[src/ufc_pkg.sv]
// constants, encodings and timing for the sleep and page-size command block
// assumes one 50 MHz core clock and spi pins already synchronous to it
package ufc_pkg;

    // ****************************************
    // opcodes
    // ****************************************
    localparam logic [7:0] OP_UDPD_ENTER = 8'h79;
    localparam logic [7:0] OP_CFG_B0     = 8'h3d;
    localparam logic [7:0] OP_CFG_B1     = 8'h2a;
    localparam logic [7:0] OP_CFG_B2     = 8'h80;
    localparam logic [7:0] OP_CFG_256    = 8'ha6;
    localparam logic [7:0] OP_CFG_264    = 8'ha7;

    // ****************************************
    // page sizes
    // ****************************************
    localparam logic [8:0] PAGE_BYTES_BIN = 9'h100;
    localparam logic [8:0] PAGE_BYTES_STD = 9'h108;
    localparam logic       SIZE_256_RESET = 1'b0;

    // ****************************************
    // timing
    // ****************************************
    localparam int          CLK_PERIOD_NS   = 20;
    localparam int          ENTRY_TIME_NS   = 3000;
    localparam int          WAKE_LOW_NS     = 20;
    localparam int          EXIT_TIME_NS    = 100000;
    localparam int          CFG_PROG_NS     = 10000000;
    localparam int          TMR_W           = 20;
    localparam int          ENTRY_CYC_I     = (ENTRY_TIME_NS / CLK_PERIOD_NS < 1) ? 1 :
                                              ENTRY_TIME_NS / CLK_PERIOD_NS;
    localparam int          WAKE_CYC_I      = (WAKE_LOW_NS + CLK_PERIOD_NS - 1) / CLK_PERIOD_NS;
    localparam int          EXIT_CYC_I      = EXIT_TIME_NS / CLK_PERIOD_NS;
    localparam int          CFG_CYC_I       = CFG_PROG_NS / CLK_PERIOD_NS;
    localparam logic [TMR_W-1:0] ENTRY_CYC  = TMR_W'(ENTRY_CYC_I);
    localparam logic [TMR_W-1:0] WAKE_CYC   = TMR_W'((WAKE_CYC_I < 1) ? 1 : WAKE_CYC_I);

    // ****************************************
    // frame decode and states
    // ****************************************
    localparam logic [2:0] BYTE_IDX_MAX = 3'h7;

    typedef enum logic [2:0] {
        K_NONE   = 3'h0,
        K_UDPD   = 3'h1,
        K_CFG    = 3'h2,
        K_CFG256 = 3'h3,
        K_CFG264 = 3'h4,
        K_BAD    = 3'h5
    } ufc_kind_t;

    typedef enum logic [2:0] {
        S_STANDBY = 3'b000,
        S_ENTRY   = 3'b001,
        S_SLEEP   = 3'b011,
        S_EXIT    = 3'b010,
        S_CFG     = 3'b110
    } ufc_state_t;

endpackage

[src/ufc_frame_if.sv]
// byte-level view of the spi frame, passed from the shifter to the controller
// assumes all signals are registered in the core clock domain
`timescale 1ns/1ps
interface ufc_frame_if;
    logic       frame_start;
    logic       frame_end;
    logic       cs_low;
    logic       aligned;
    logic       byte_valid;
    logic [7:0] byte_data;
    logic [2:0] byte_idx;

    modport shifter (output frame_start, frame_end, cs_low, aligned,
                     byte_valid, byte_data, byte_idx);
    modport ctrl    (input  frame_start, frame_end, cs_low, aligned,
                     byte_valid, byte_data, byte_idx);
endinterface

[src/ufc_udpd_cfg.sv]
// ultra-deep sleep entry/wake and nonvolatile page-size configuration control
// assumes spi pins synchronous to core_clk; ext_busy flags other self-timed work
`timescale 1ns/1ps
module ufc_udpd_cfg
    import ufc_pkg::*;
#(
    parameter logic [TMR_W-1:0] EXIT_CYC = TMR_W'(EXIT_CYC_I),
    parameter logic [TMR_W-1:0] CFG_CYC  = TMR_W'(CFG_CYC_I)
)(
    // clock and reset
    input  wire logic       core_clk,
    input  wire logic       reset_n,
    // spi pins
    input  wire logic       cs_n,
    input  wire logic       sck,
    input  wire logic       si,
    // rest of the device
    input  wire logic       ext_busy,
    input  wire logic       nv_size_256,
    // status to the rest of the device
    output logic            device_idle_flag,
    output logic            cmd_enable,
    output logic            udpd_active,
    output logic            sram_lost,
    output logic            page_size_256,
    output logic [8:0]      page_bytes,
    // nonvolatile size cell
    output logic            nv_write,
    output logic            nv_write_256
);

    // ****************************************
    // frame receiver and timer
    // ****************************************
    ufc_frame_if frm ();

    ufc_byte_shifter u_shift (
        .core_clk (core_clk),
        .reset_n  (reset_n),
        .cs_n     (cs_n),
        .sck      (sck),
        .si       (si),
        .frm      (frm.shifter)
    );

    logic             tmr_load;
    logic [TMR_W-1:0] tmr_val;
    logic             tmr_done;

    ufc_timer #(.W(TMR_W)) u_tmr (
        .core_clk (core_clk),
        .reset_n  (reset_n),
        .load     (tmr_load),
        .load_val (tmr_val),
        .done     (tmr_done)
    );

    // ****************************************
    // frame decode
    // ****************************************
    ufc_kind_t  kind, next_kind;
    logic       void_frame, next_void_frame;
    ufc_state_t state, next_state;

    always_comb
    begin
        next_kind       = kind;
        next_void_frame = void_frame;
        if (frm.frame_start)
        begin
            next_kind       = K_NONE;
            next_void_frame = (state != S_STANDBY);
        end
        else if (frm.byte_valid)
        begin
            unique case (kind)
                K_NONE:
                    if (frm.byte_data == OP_UDPD_ENTER)
                        next_kind = K_UDPD;
                    else if (frm.byte_data == OP_CFG_B0)
                        next_kind = K_CFG;
                    else
                        next_kind = K_BAD;
                K_UDPD:
                    next_kind = K_UDPD;
                K_CFG:
                    if (frm.byte_idx == 3'h1 && frm.byte_data == OP_CFG_B1)
                        next_kind = K_CFG;
                    else if (frm.byte_idx == 3'h2 && frm.byte_data == OP_CFG_B2)
                        next_kind = K_CFG;
                    else if (frm.byte_idx == 3'h3 && frm.byte_data == OP_CFG_256)
                        next_kind = K_CFG256;
                    else if (frm.byte_idx == 3'h3 && frm.byte_data == OP_CFG_264)
                        next_kind = K_CFG264;
                    else
                        next_kind = K_BAD;
                default:
                    next_kind = K_BAD;
            endcase
        end
    end

    // ****************************************
    // mode control
    // ****************************************
    logic [TMR_W-1:0] low_cnt, next_low_cnt;
    logic             size_256, next_size_256;
    logic             pend_256, next_pend_256;
    logic             nv_loaded, next_nv_loaded;
    logic             lost, next_lost;
    logic             go_cmd;

    assign go_cmd = frm.frame_end && !void_frame && frm.aligned && !ext_busy;

    always_comb
    begin
        next_state     = state;
        next_low_cnt   = low_cnt;
        next_size_256  = size_256;
        next_pend_256  = pend_256;
        next_nv_loaded = 1'b1;
        next_lost      = 1'b0;
        tmr_load       = 1'b0;
        tmr_val        = ENTRY_CYC;
        if (!nv_loaded)
            next_size_256 = nv_size_256;
        unique case (state)
            S_STANDBY:
                if (go_cmd && kind == K_UDPD)
                begin
                    next_state = S_ENTRY;
                    tmr_load   = 1'b1;
                end
                else if (go_cmd && (kind == K_CFG256 || kind == K_CFG264))
                begin
                    next_state    = S_CFG;
                    next_pend_256 = (kind == K_CFG256);
                    tmr_load      = 1'b1;
                    tmr_val       = CFG_CYC;
                end
            S_ENTRY:
                if (tmr_done)
                begin
                    next_state   = S_SLEEP;
                    next_lost    = 1'b1;
                    next_low_cnt = '0;
                end
            S_SLEEP:
                if (frm.frame_start)
                    next_low_cnt = '0;
                else if (frm.frame_end && low_cnt >= WAKE_CYC)
                begin
                    next_state = S_EXIT;
                    tmr_load   = 1'b1;
                    tmr_val    = EXIT_CYC;
                end
                else if (frm.cs_low && low_cnt != '1)
                    next_low_cnt = low_cnt + TMR_W'(1);
            S_EXIT:
                if (tmr_done)
                    next_state = S_STANDBY;
            S_CFG:
                if (tmr_done)
                begin
                    next_state    = S_STANDBY;
                    next_size_256 = pend_256;
                end
            default:
                next_state = S_STANDBY;
        endcase
    end

    always_ff @(posedge core_clk or negedge reset_n)
    begin
        if (!reset_n)
        begin
            state      <= S_STANDBY;
            kind       <= K_NONE;
            void_frame <= 1'b0;
            low_cnt    <= '0;
            size_256   <= SIZE_256_RESET;
            pend_256   <= SIZE_256_RESET;
            nv_loaded  <= 1'b0;
            lost       <= 1'b0;
        end
        else
        begin
            state      <= next_state;
            kind       <= next_kind;
            void_frame <= next_void_frame;
            low_cnt    <= next_low_cnt;
            size_256   <= next_size_256;
            pend_256   <= next_pend_256;
            nv_loaded  <= next_nv_loaded;
            lost       <= next_lost;
        end
    end

    // ****************************************
    // registered outputs
    // ****************************************
    always_ff @(posedge core_clk or negedge reset_n)
    begin
        if (!reset_n)
        begin
            device_idle_flag <= 1'b0;
            cmd_enable       <= 1'b0;
            udpd_active      <= 1'b0;
            sram_lost        <= 1'b0;
            page_size_256    <= SIZE_256_RESET;
            page_bytes       <= PAGE_BYTES_STD;
            nv_write         <= 1'b0;
            nv_write_256     <= SIZE_256_RESET;
        end
        else
        begin
            device_idle_flag <= (state == S_STANDBY) && !ext_busy;
            cmd_enable       <= (state == S_STANDBY);
            udpd_active      <= (state == S_SLEEP);
            sram_lost        <= lost;
            page_size_256    <= size_256;
            page_bytes       <= size_256 ? PAGE_BYTES_BIN : PAGE_BYTES_STD;
            nv_write         <= (state == S_CFG);
            nv_write_256     <= pend_256;
        end
    end

    // ****************************************
    // checks
    // ****************************************
    logic [TMR_W-1:0] age;
    always_ff @(posedge core_clk or negedge reset_n)
    begin
        if (!reset_n)
            age <= '0;
        else if (next_state != state)
            age <= '0;
        else if (age != '1)
            age <= age + TMR_W'(1);
    end
endmodule

[src/ufc_timer.sv]
// down counter for the self-timed intervals
// assumes load and done are single-cycle events in the core clock domain
`timescale 1ns/1ps
module ufc_timer
    import ufc_pkg::*;
#(
    parameter int W = TMR_W
)(
    // clock and reset
    input  wire logic         core_clk,
    input  wire logic         reset_n,
    // control
    input  wire logic         load,
    input  wire logic [W-1:0] load_val,
    // status
    output logic              done
);
    logic [W-1:0] cnt;
    logic [W-1:0] next_cnt;

    always_comb
    begin
        if (load)
            next_cnt = load_val;
        else if (cnt != '0)
            next_cnt = cnt - W'(1);
        else
            next_cnt = cnt;
    end

    always_ff @(posedge core_clk or negedge reset_n)
    begin
        if (!reset_n)
            cnt <= '0;
        else
            cnt <= next_cnt;
    end

    // fires in the last counted cycle
    assign done = (cnt == W'(1)) && !load;
endmodule

[src/ufc_byte_shifter.sv]
// spi receive shifter: msb-first bytes on rising sck, frame edges, byte count
// assumes cs_n, sck and si are synchronous to core_clk, sck well below core_clk/2
`timescale 1ns/1ps
module ufc_byte_shifter
    import ufc_pkg::*;
(
    // clock and reset
    input  wire logic core_clk,
    input  wire logic reset_n,
    // spi pins
    input  wire logic cs_n,
    input  wire logic sck,
    input  wire logic si,
    // frame view
    ufc_frame_if.shifter frm
);
    logic       cs_q, sck_q;
    logic [2:0] bit_cnt, next_bit_cnt;
    logic [6:0] shf, next_shf;
    logic [2:0] idx, next_idx;
    logic       next_start, next_end, next_valid;
    logic [7:0] next_data;
    logic       rise;

    assign rise = sck && !sck_q && !cs_n;

    always_comb
    begin
        next_bit_cnt = bit_cnt;
        next_shf     = shf;
        next_idx     = idx;
        next_valid   = 1'b0;
        next_data    = frm.byte_data;
        next_start   = cs_q && !cs_n;
        next_end     = !cs_q && cs_n;
        if (next_start)
        begin
            next_bit_cnt = 3'h0;
            next_idx     = 3'h0;
        end
        if (rise)
        begin
            next_bit_cnt = bit_cnt + 3'h1;
            next_shf     = {shf[5:0], si};
            if (bit_cnt == 3'h7)
            begin
                next_valid = 1'b1;
                next_data  = {shf, si};
                if (idx != BYTE_IDX_MAX)
                    next_idx = idx + 3'h1;
            end
        end
    end

    always_ff @(posedge core_clk or negedge reset_n)
    begin
        if (!reset_n)
        begin
            cs_q           <= 1'b1;
            sck_q          <= 1'b0;
            bit_cnt        <= 3'h0;
            shf            <= 7'h00;
            idx            <= 3'h0;
            frm.frame_start <= 1'b0;
            frm.frame_end  <= 1'b0;
            frm.cs_low     <= 1'b0;
            frm.aligned    <= 1'b1;
            frm.byte_valid <= 1'b0;
            frm.byte_data  <= 8'h00;
            frm.byte_idx   <= 3'h0;
        end
        else
        begin
            cs_q           <= cs_n;
            sck_q          <= sck;
            bit_cnt        <= next_bit_cnt;
            shf            <= next_shf;
            idx            <= next_idx;
            frm.frame_start <= next_start;
            frm.frame_end  <= next_end;
            frm.cs_low     <= !cs_n;
            frm.aligned    <= (bit_cnt == 3'h0);
            frm.byte_valid <= next_valid;
            frm.byte_data  <= next_data;
            frm.byte_idx   <= idx;
        end
    end
endmodule

[config.mk]
export PLATFORM = sky130hd
export DESIGN_NAME = ufc_udpd_cfg
export DESIGN_NICKNAME = d
export VERILOG_FILES = /design/src/ufc_pkg.sv /design/src/ufc_frame_if.sv /design/src/ufc_udpd_cfg.sv /design/src/ufc_timer.sv /design/src/ufc_byte_shifter.sv
export SDC_FILE = /design/constraint.sdc
export NUM_CORES = 1
export LEC_CHECK = 0
export BUFFER_PORTS_ARGS = -buffer_cell sky130_fd_sc_hd__buf_2
export CORE_UTILIZATION = 30
export DETAILED_ROUTE_END_ITERATION = 8
export GPL_ROUTABILITY_DRIVEN = 0
export SLEW_MARGIN = 15
export SYNTH_ARGS = -nofsm -noshare
export SYNTH_HDL_FRONTEND = slang
export SYNTH_SLANG_ARGS = --single-unit
[constraint.sdc]
create_clock -name core_clk -period 2.8 [get_ports core_clk]
set_input_delay 0.56 -clock core_clk [delete_from_list [all_inputs] [get_ports core_clk]]
set_output_delay 0.56 -clock core_clk [all_outputs]
set_load 0.02 [all_outputs]
==> reports/results.txt, run 1 <==
The run finished with clean final reports. In the final routed layout, each cell accounts on average for 14.1 microns. The number of antenna violations at the first check in global routing came out at 0.

The worst register-to-register path begins at low_cnt[0]$_DFFE_PN0P_. The remaining max-slew budget at the tightest pin was 0.569; the fraction of the yosys area taken by sequential cells was 0.507. The run gives 0 as the number of buffers inserted to repair setup after CTS. The cell area after synthesis was 4450 sq um; the detailed router's first-iteration violation count was 236. The core region is 14500 sq um.

The category of the most critical setup path is reg2reg. In this run, synthesis inferred 0 flip-flops with an integrated enable. Dividing total power by cell area gives a power density of 530 nW/um^2. The share of synthesized registers carrying an async set or reset is 1.00. Number of nets with antenna violations after routing: 0.

The switching power total came out at 0.000654 W. The final period utilization works out to 0.937. The run gives 16.4 mm as the first-pass GRT wire length.

For this run, the detailed router's first-pass iteration total came to 5. The maximum clock rate came out at 381 MHz. After detailed routing, the number of remaining DRC violations is 0. The worst setup path is captured at a flip-flop. 0 antenna diodes ended up in the layout.

The logs give 0.138 for the global-route usage over all layers and 0.176 ns for the setup slack of the critical path after layout. The logs give 0.00633 ns for the clock skew and 2.24 nW for the static power due to leakage. The startpoint kind of the worst setup timing path was a flip-flop. Global routing finished with a remaining overflow of 0. The combinational share of power was 0.047. After filler insertion, the fill cell instance count of the layout stands at 1437.

Along the worst path, the maximum fanout reaches 11. The switching part of the total power was 0.243. CTS saw 90 sinks. VDD sags by at most 0.514 mV. TritonCTS built the clock tree. The terminus of the critical flop-to-flop path was low_cnt[8]$_DFFE_PN0P_. The share of final-layout standard cells stronger than drive strength 1 is 0.165, and the internal power is 0.00204 W. The detail-routed via count per cell works out to 5.12. Hold timing on the final database bottoms out at a slack of 0.221 ns. The tools report the maximum buffer depth of the clock tree as 2.

The run gives 0.351 as the utilization after layout. The clock root buffer master is sky130_fd_sc_hd__clkbuf_16. Die area: 15300 sq um. Entering global routing, the biggest net connects 52 pins.

The final hold violation count is 0. The number of setup violations in the final report was 0. H-tree depth reported by CTS: 3. The worst endpoint required time came out at 3.03 ns.

The number of cells on the worst reg-to-reg path is 8. The part of the power in the clock network came out at 0.431. Counting every instance in the synthesized netlist gives 439. The max capacitance violation total was 0; the post-synthesis to final-layout area growth was 14.3%. After routing the design area is 5080 sq um. At the worst endpoint, the arrival time is 2.86 ns.

The run gives 60 as the post-synthesis cell type count. The slew at the pin with the worst max-slew slack is 0.647 ns. Buffers inserted during clock tree synthesis total 9.

Setup slack on the worst reg-to-reg path comes out at 0.18 ns. The placed instances occupy a cell area of 4790 sq um. The layout net count came out at 485. In this run, post-CTS hold repair placed 0 buffers. The worst path in the final design needs a cycle of 2.62 ns, including I/O delays and setup. Top-level I/O count: 23. Measured along the y axis, the die boundary spans 124 microns. The number of slew-limit violations in the final report was 0; the clock-pin slew reported for the worst setup and hold paths after clock tree synthesis was 0.07 ns. The sequential share of power was 0.522. Yosys printed 0 warnings.

The number of gates resized after CTS was 0. The number of rows created at floorplan came out at 44. The placement-stage worst setup slack came out at 0.0552 ns. The critical path starts at low_cnt[0]$_DFFE_PN0P_. Buffers placed on the I/O ports in this run total 14. For the worst-skew pair, the clock arrives at the later sink with an insertion delay of 0.35 ns. The synthesized area per cell came out at 10.1 sq um.

Effective utilization at floorplan: 0.307. Setup repair after global routing could not meet its margin everywhere. The path type of the worst min-delay path is in2async. After synthesis the netlist holds a flip-flop and latch count of 90. For the number of global-route vias before repair, the log shows 3421.

The floorplan step set the die width to 124 microns. The final route contains 3363 vias. The final layout contains routed wiring with a total length of 9.29 mm.

After legalization and detailed placement, the total HPWL measured 6.65 mm. The most used flip-flop cell after synthesis is sky130_fd_sc_hd__dfrtp_1.
cell usage in the layout, fill, tap and decap left out, types with 7 or more instances in the layout:
| cell type | count |
|---|---|
| sky130_fd_sc_hd__clkbuf_16 | 9 |
| sky130_fd_sc_hd__buf_4 | 20 |
| sky130_fd_sc_hd__o21a_1 | 7 |
| sky130_fd_sc_hd__nor3_1 | 13 |
| sky130_fd_sc_hd__nor2_1 | 38 |
| sky130_fd_sc_hd__inv_1 | 16 |
| sky130_fd_sc_hd__and3_1 | 12 |
| sky130_fd_sc_hd__dfrtp_1 | 87 |
| sky130_fd_sc_hd__xnor2_1 | 10 |
| sky130_fd_sc_hd__a31oi_1 | 8 |
| sky130_fd_sc_hd__o21ai_0 | 23 |
| sky130_fd_sc_hd__nand3_1 | 18 |
| sky130_fd_sc_hd__ha_1 | 10 |
| sky130_fd_sc_hd__buf_2 | 13 |
| sky130_fd_sc_hd__a21oi_1 | 11 |
| sky130_fd_sc_hd__nor4_1 | 15 |
| sky130_fd_sc_hd__mux2_2 | 15 |
| sky130_fd_sc_hd__nand2_1 | 42 |
| sky130_fd_sc_hd__conb_1 | 9 |
| sky130_fd_sc_hd__and2_1 | 8 |
kinds of logic (layout without fill, tap and decap cells):
logic type,after synthesis,in the layout,synth area share
adder cells (fa/ha/maj),10,10,0.0281
other,2,9,0.00169
buffers and inverters,38,65,0.0416
AND/OR/NAND/NOR,179,179,0.210
AO/OA/AOI/OAI,87,87,0.137
XOR/XNOR,14,14,0.0276
flip-flops,90,90,0.507
multiplexers,19,19,0.0470
registers in the layout, indices dropped and copies added, names as in the netlist, 3 cells and up:
signal and flops:
u_tmr.cnt 20, u_shift.idx 3, u_shift.frm.byte_data 8, kind 3
low_cnt 20, state 3, u_shift.shf 7, u_shift.frm.byte_idx 3
u_shift.bit_cnt 3
cell type report:
cell class	instances	area [sq um]	share of cell area
Sequential cell	90	2260	0.444
Multi-Input combinational cell	318	2040	0.401
Tap cell	184	230	0.0453
Clock buffer	9	225	0.0443
Timing Repair Buffer	33	215	0.0423
Inverter	16	60.1	0.0118
Clock inverter	7	58.8	0.0116
worst max-delay path, stage by stage, from the launching register on:
cell                       delay (ns)
sky130_fd_sc_hd__dfrtp_1         0.42
sky130_fd_sc_hd__inv_1           0.11
sky130_fd_sc_hd__ha_1            0.17
sky130_fd_sc_hd__nor4b_2         0.25
sky130_fd_sc_hd__a211oi_1        0.11
sky130_fd_sc_hd__a311o_2         0.41
sky130_fd_sc_hd__nor4_4          0.32
sky130_fd_sc_hd__o221ai_2        0.29
sky130_fd_sc_hd__a221o_1         0.42
cell usage after synthesis (5+ instances only):
cell type / instances / area (sq um)
sky130_fd_sc_hd__dfrtp_1: 87 / 2180
sky130_fd_sc_hd__nand2_1: 42 / 158
sky130_fd_sc_hd__nor2_1: 38 / 143
sky130_fd_sc_hd__o21ai_0: 23 / 115
sky130_fd_sc_hd__nand3_1: 18 / 90.1
sky130_fd_sc_hd__inv_1: 16 / 60.1
sky130_fd_sc_hd__mux2_2: 15 / 169
sky130_fd_sc_hd__nor4_1: 15 / 93.8
sky130_fd_sc_hd__nor3_1: 13 / 65.1
sky130_fd_sc_hd__and3_1: 12 / 75.1
sky130_fd_sc_hd__a21oi_1: 11 / 55.1
sky130_fd_sc_hd__ha_1: 10 / 125
sky130_fd_sc_hd__xnor2_1: 10 / 87.6
sky130_fd_sc_hd__clkbuf_1: 9 / 33.8
sky130_fd_sc_hd__a31oi_1: 8 / 50.1
sky130_fd_sc_hd__and2_1: 8 / 50.1
sky130_fd_sc_hd__buf_4: 8 / 60.1
sky130_fd_sc_hd__o21a_1: 7 / 52.6
sky130_fd_sc_hd__nand4_1: 5 / 31.3
sky130_fd_sc_hd__o22a_1: 5 / 43.8
sky130_fd_sc_hd__o31ai_1: 5 / 37.5
power groups by stage:
stage          Clock, W  Sequential [W]  Combinational (W)
3_5_place_dp          0         0.00143           0.000130
6_report        0.00116         0.00141           0.000126
4_1_cts         0.00120         0.00141           0.000130
5_1_grt         0.00125         0.00142           0.000147
2_1_floorplan         0         0.00142          0.0000852
3_3_place_gp          0         0.00143           0.000126
metrics by stage:
stage,cells,power (W),TNS (ns)
2_1_floorplan,446,0.00151,0
3_3_place_gp,641,0.00155,0
3_5_place_dp,641,0.00156,0
4_1_cts,657,0.00273,0
5_1_grt,657,0.00281,-0.167
6_report,657,0.00269,0
layer usage:
| metal | global-route usage | wire (microns) |
|---|---|---|
| met4 | 0.0452 | 91 |
| met2 | 0.221 | 4420 |
| met1 | 0.178 | 4390 |
| met5 | 0 | 0 |
| met3 | 0.0421 | 391 |
how the worst max path moves through the flow:
stage	endpoint	slack, ns
CTS	low_cnt[8]$_DFFE_PN0P_	0.03
detailed placement	low_cnt[16]$_DFFE_PN0P_	0.06
global route	low_cnt[13]$_DFFE_PN0P_	-0.05
finish	low_cnt[8]$_DFFE_PN0P_	0.18
global placement	low_cnt[13]$_DFFE_PN0P_	0.19
floorplan	low_cnt[8]$_DFFE_PN0P_	0.22
No activity file was read; power rests on OpenSTA's default activity.
==> inputs of run 2 (changes only) <==
--- a/config.mk
+++ b/config.mk
@@ -7,6 +7,7 @@
 export LEC_CHECK = 0
 export BUFFER_PORTS_ARGS = -buffer_cell sky130_fd_sc_hd__buf_2
 export CORE_UTILIZATION = 30
+export CTS_CLUSTER_SIZE = 25
 export DETAILED_ROUTE_END_ITERATION = 8
 export GPL_ROUTABILITY_DRIVEN = 0
 export SLEW_MARGIN = 15
==> constraint.sdc (replaced) <==
create_clock -name core_clk -period 2.6 [get_ports core_clk]
set_input_delay 0.52 -clock core_clk [delete_from_list [all_inputs] [get_ports core_clk]]
set_output_delay 0.52 -clock core_clk [all_outputs]
set_load 0.02 [all_outputs]
==> run 2 against run 1 <==
Fmax is 6.5% higher; global-route usage is 0.75 points lower; flip-flop and latch count stayed put; critical endpoint is now low_cnt[16]$_DFFE_PN0P_; largest power group unchanged; highest routed layer unchanged.
==> reports/results.txt, run 2 (synthesis gave the netlist of run 1 again) <==
The final period utilization is 0.948 (+0.0103). The count of buffering cells on the critical path with inverters included is 1 (unchanged). The routed wire length is 9.42 mm (+1.4%). The number of input and output port buffers inserted works out to 14 (unchanged).

The power density over the cells works out to 585 nW/um^2 (+11%). STA classifies the critical path startpoint as a flip-flop. The run gives 90 (unchanged) as the clock sink count. The logs give 14500 sq um (unchanged) for the area of the placeable core and 0.00308 W (+14%) for the overall power.

The clock-pin slew reported for the worst setup and hold paths after clock tree synthesis works out to 0.07 ns (about the same). The post-DP HPWL was 6.60 mm (-0.69%); the die area was 15300 sq um (unchanged). The run gives 23 (unchanged) as the top-level I/O count. The root buffer cell chosen for the clock tree is sky130_fd_sc_hd__clkbuf_16. TritonCTS built the clock tree.

Maximum clock rate: 406 MHz (+6.5%). The part of the power in the clock network is 0.465 (+0.034). For the number of remaining DRC errors, the log shows 0 (unchanged).

Setup repair after global routing left no endpoint under its margin. Effective utilization at floorplan: 0.307 (unchanged). The number of nets with antenna violations after routing was 0 (unchanged); the H-tree depth reported by CTS was 3 (unchanged). The tools report the via count as 3364 (+0.030%). The run finished with clean final reports. The number of antenna violations at the first check in global routing was 0 (unchanged); the worst endpoint required time was 2.83 ns (-0.20 ns). The internal power came out at 0.00239 W (+17%).

The detail-routed via count per cell is 5.01 (-2.2%), and the length of the first detailed-routing pass in iterations is 4 (-1). For the number of buffers inserted to repair setup after CTS, the log shows 0 (unchanged). The combinational share of power was 0.044 (-0.003); the number of setup violations in the final report was 0 (unchanged).

The maximum buffer depth of the clock tree came out at 2 (unchanged). The final hold violation count is 0 (unchanged). The largest registers in the layout are low_cnt x20, u_tmr.cnt x20, u_shift.frm.byte_data x8. The run gives 184 (-22%) as the detailed router's first-iteration violation count.

Path type of the worst min-delay path: in2async. The number of slew-limit violations in the final report is 0 (unchanged). The total clock buffers created by CTS is 9 (unchanged). The top cell types in the final layout, fill and taps aside, are sky130_fd_sc_hd__dfrtp_1 (87), sky130_fd_sc_hd__nand2_1 (42), sky130_fd_sc_hd__nor2_1 (38). Static power due to leakage: 2.34 nW (+4.6%). For the global-route usage over all layers, the log shows 0.131 (-0.00748).

Library cell contributing the largest single delay on the critical path: sky130_fd_sc_hd__dfrtp_1. The remaining max-slew budget at the tightest pin was 0.582 (+0.0131). The post-synthesis to final-layout area growth is 18.4%, and the clock skew is 0.00733 ns (+0.000998 ns). The layout net count was 500 (+3.1%); the maximum number of pins on one net before global-route repair was 51 (-1.9%). The tools report the total global routing overflow as 0 (unchanged). The width of the die came out at 124 microns (unchanged).

The worst stage delay on the critical path was 0.41 ns (about the same). In this design, the largest share of critical-path delay is due to compound AO/OA/AOI/OAI gates. For the switching power total, the log shows 0.000697 W (+6.5%).

The most critical setup path has its startpoint at low_cnt[0]$_DFFE_PN0P_. The detail-routed net length per standard cell was 14.0 microns (-0.91%). The utilization after layout was 0.364 (+0.0124). The sort of element at the end of the critical path was a flip-flop.

The data arrival time at the worst-slack endpoint was 2.70 ns (-0.16 ns). The tools report the number of global-route vias before repair as 3217 (-6.0%). The first-pass GRT wire length was 15.5 mm (-5.1%). The worst-case vdd ir drop came out at 0.520 mV (+1.3%). The count of inserted antenna diode cells came out at 0 (unchanged).

The switching part of the total power works out to 0.226 (-0.0169). The slew at the pin with the worst max-slew slack is 0.627 ns (-0.0197 ns). Category of the most critical setup path: reg2reg. Walking the worst path, the cells encountered are inv_1, ha_1, nor4b_2, a211oi_1, a311o_2, nor4_4, o221ai_4, a221o_1.

Leading cell type in the layout, fill and taps excluded: sky130_fd_sc_hd__dfrtp_1. The worst reg2reg path startpoint was low_cnt[0]$_DFFE_PN0P_. The share of final-layout standard cells stronger than drive strength 1 works out to 0.193 (+0.0277). The minimum period implied by the final worst setup slack came out at 2.46 ns (-0.161 ns). For the sequential share of power, the log shows 0.491 (-0.031). Number of fill cells: 1426 (-0.77%).

The post-route worst hold slack was 0.195 ns (-0.0251 ns); the clock latency on the worst-skew pair was 0.35 ns (about the same). The logs give 0 (unchanged) for the max capacitance violation total and 44 (unchanged) for the number of rows created at floorplan. The maximum fanout along the worst path is 7 (-4), and the register-to-register setup slack is 0.14 ns (-0.04 ns).

Die height: 124 microns (unchanged).
run 2: cell types whose count changed in the layout (fill, tap and decap cells not counted), sizes merged:
cell / previous run / this run
clkinv: 1 / 2
buf: 33 / 48
clkinvlp: 2 / 1
inv: 20 / 18
bufinv: 0 / 2
run 2: cell type report:
type | instances | area (sq um) | share of cell area
Tap cell | 184 | 230 | 0.0437
Clock buffer | 9 | 225 | 0.0428
Sequential cell | 90 | 2260 | 0.428
Multi-Input combinational cell | 318 | 2050 | 0.390
Clock inverter | 7 | 101 | 0.0192
Timing Repair Buffer | 48 | 340 | 0.0646
Inverter | 16 | 60.1 | 0.0114
run 2: worst register-to-register path: stages, from the launching register on:
cell                       delay [ns]
sky130_fd_sc_hd__dfrtp_1         0.41
sky130_fd_sc_hd__inv_1           0.10
sky130_fd_sc_hd__ha_1            0.17
sky130_fd_sc_hd__nor4b_2         0.28
sky130_fd_sc_hd__a211oi_1        0.12
sky130_fd_sc_hd__a311o_2         0.41
sky130_fd_sc_hd__nor4_4          0.27
sky130_fd_sc_hd__o221ai_4        0.20
sky130_fd_sc_hd__a221o_1         0.38
run 2: worst paths after layout:
check                                             end  cells past startpoint
max reg2reg                   low_cnt[16]$_DFFE_PN0P_                      8
min reg2reg                       sram_lost$_DFF_PN0_                      0
max                           low_cnt[16]$_DFFE_PN0P_                      8
min                        u_shift.shf[0]$_DFFE_PN0P_                      1
max in group asynchronous     low_cnt[18]$_DFFE_PN0P_                      2
min in group core_clk          u_shift.cs_q$_DFF_PN1_                      1
run 2: routing by layer:
metal  vias to the layer above  share of wire  track usage
met4                         0          0.017       0.0580
met3                        15          0.033       0.0270
met2                        52           0.47        0.205
li1                       1657              -            -
met1                      1640           0.48        0.174
met5                         -              0            0
run 2: power groups by stage:
stage	registers (W)	clock network [W]	logic, W
after global placement	0.00154	0	0.000136
after CTS	0.00151	0.00147	0.000139
after floorplan	0.00153	0	0.0000918
after detailed placement	0.00154	0	0.000139
final	0.00151	0.00143	0.000136
after global routing	0.00152	0.00150	0.000157
run 2: what timing repair did:
item | in CTS | in global routing
setup endpoints to repair | 10 | 14
gates cloned | 0 | 0
hold buffers | 0 | 0
pin swaps | 0 | 1
resized for setup | 1 | 2
run 2: per-stage QoR:
step	worst slack (ns)	area [sq um]	TNS [ns]	instances
finish	0.136	5270	0	672
global route	0.0261	5270	0	672
CTS	0.0271	5250	0	672
detailed placement	-0.0583	4920	-0.314	656
global placement	0.0617	4920	0	656
floorplan	0.0203	4470	0	446
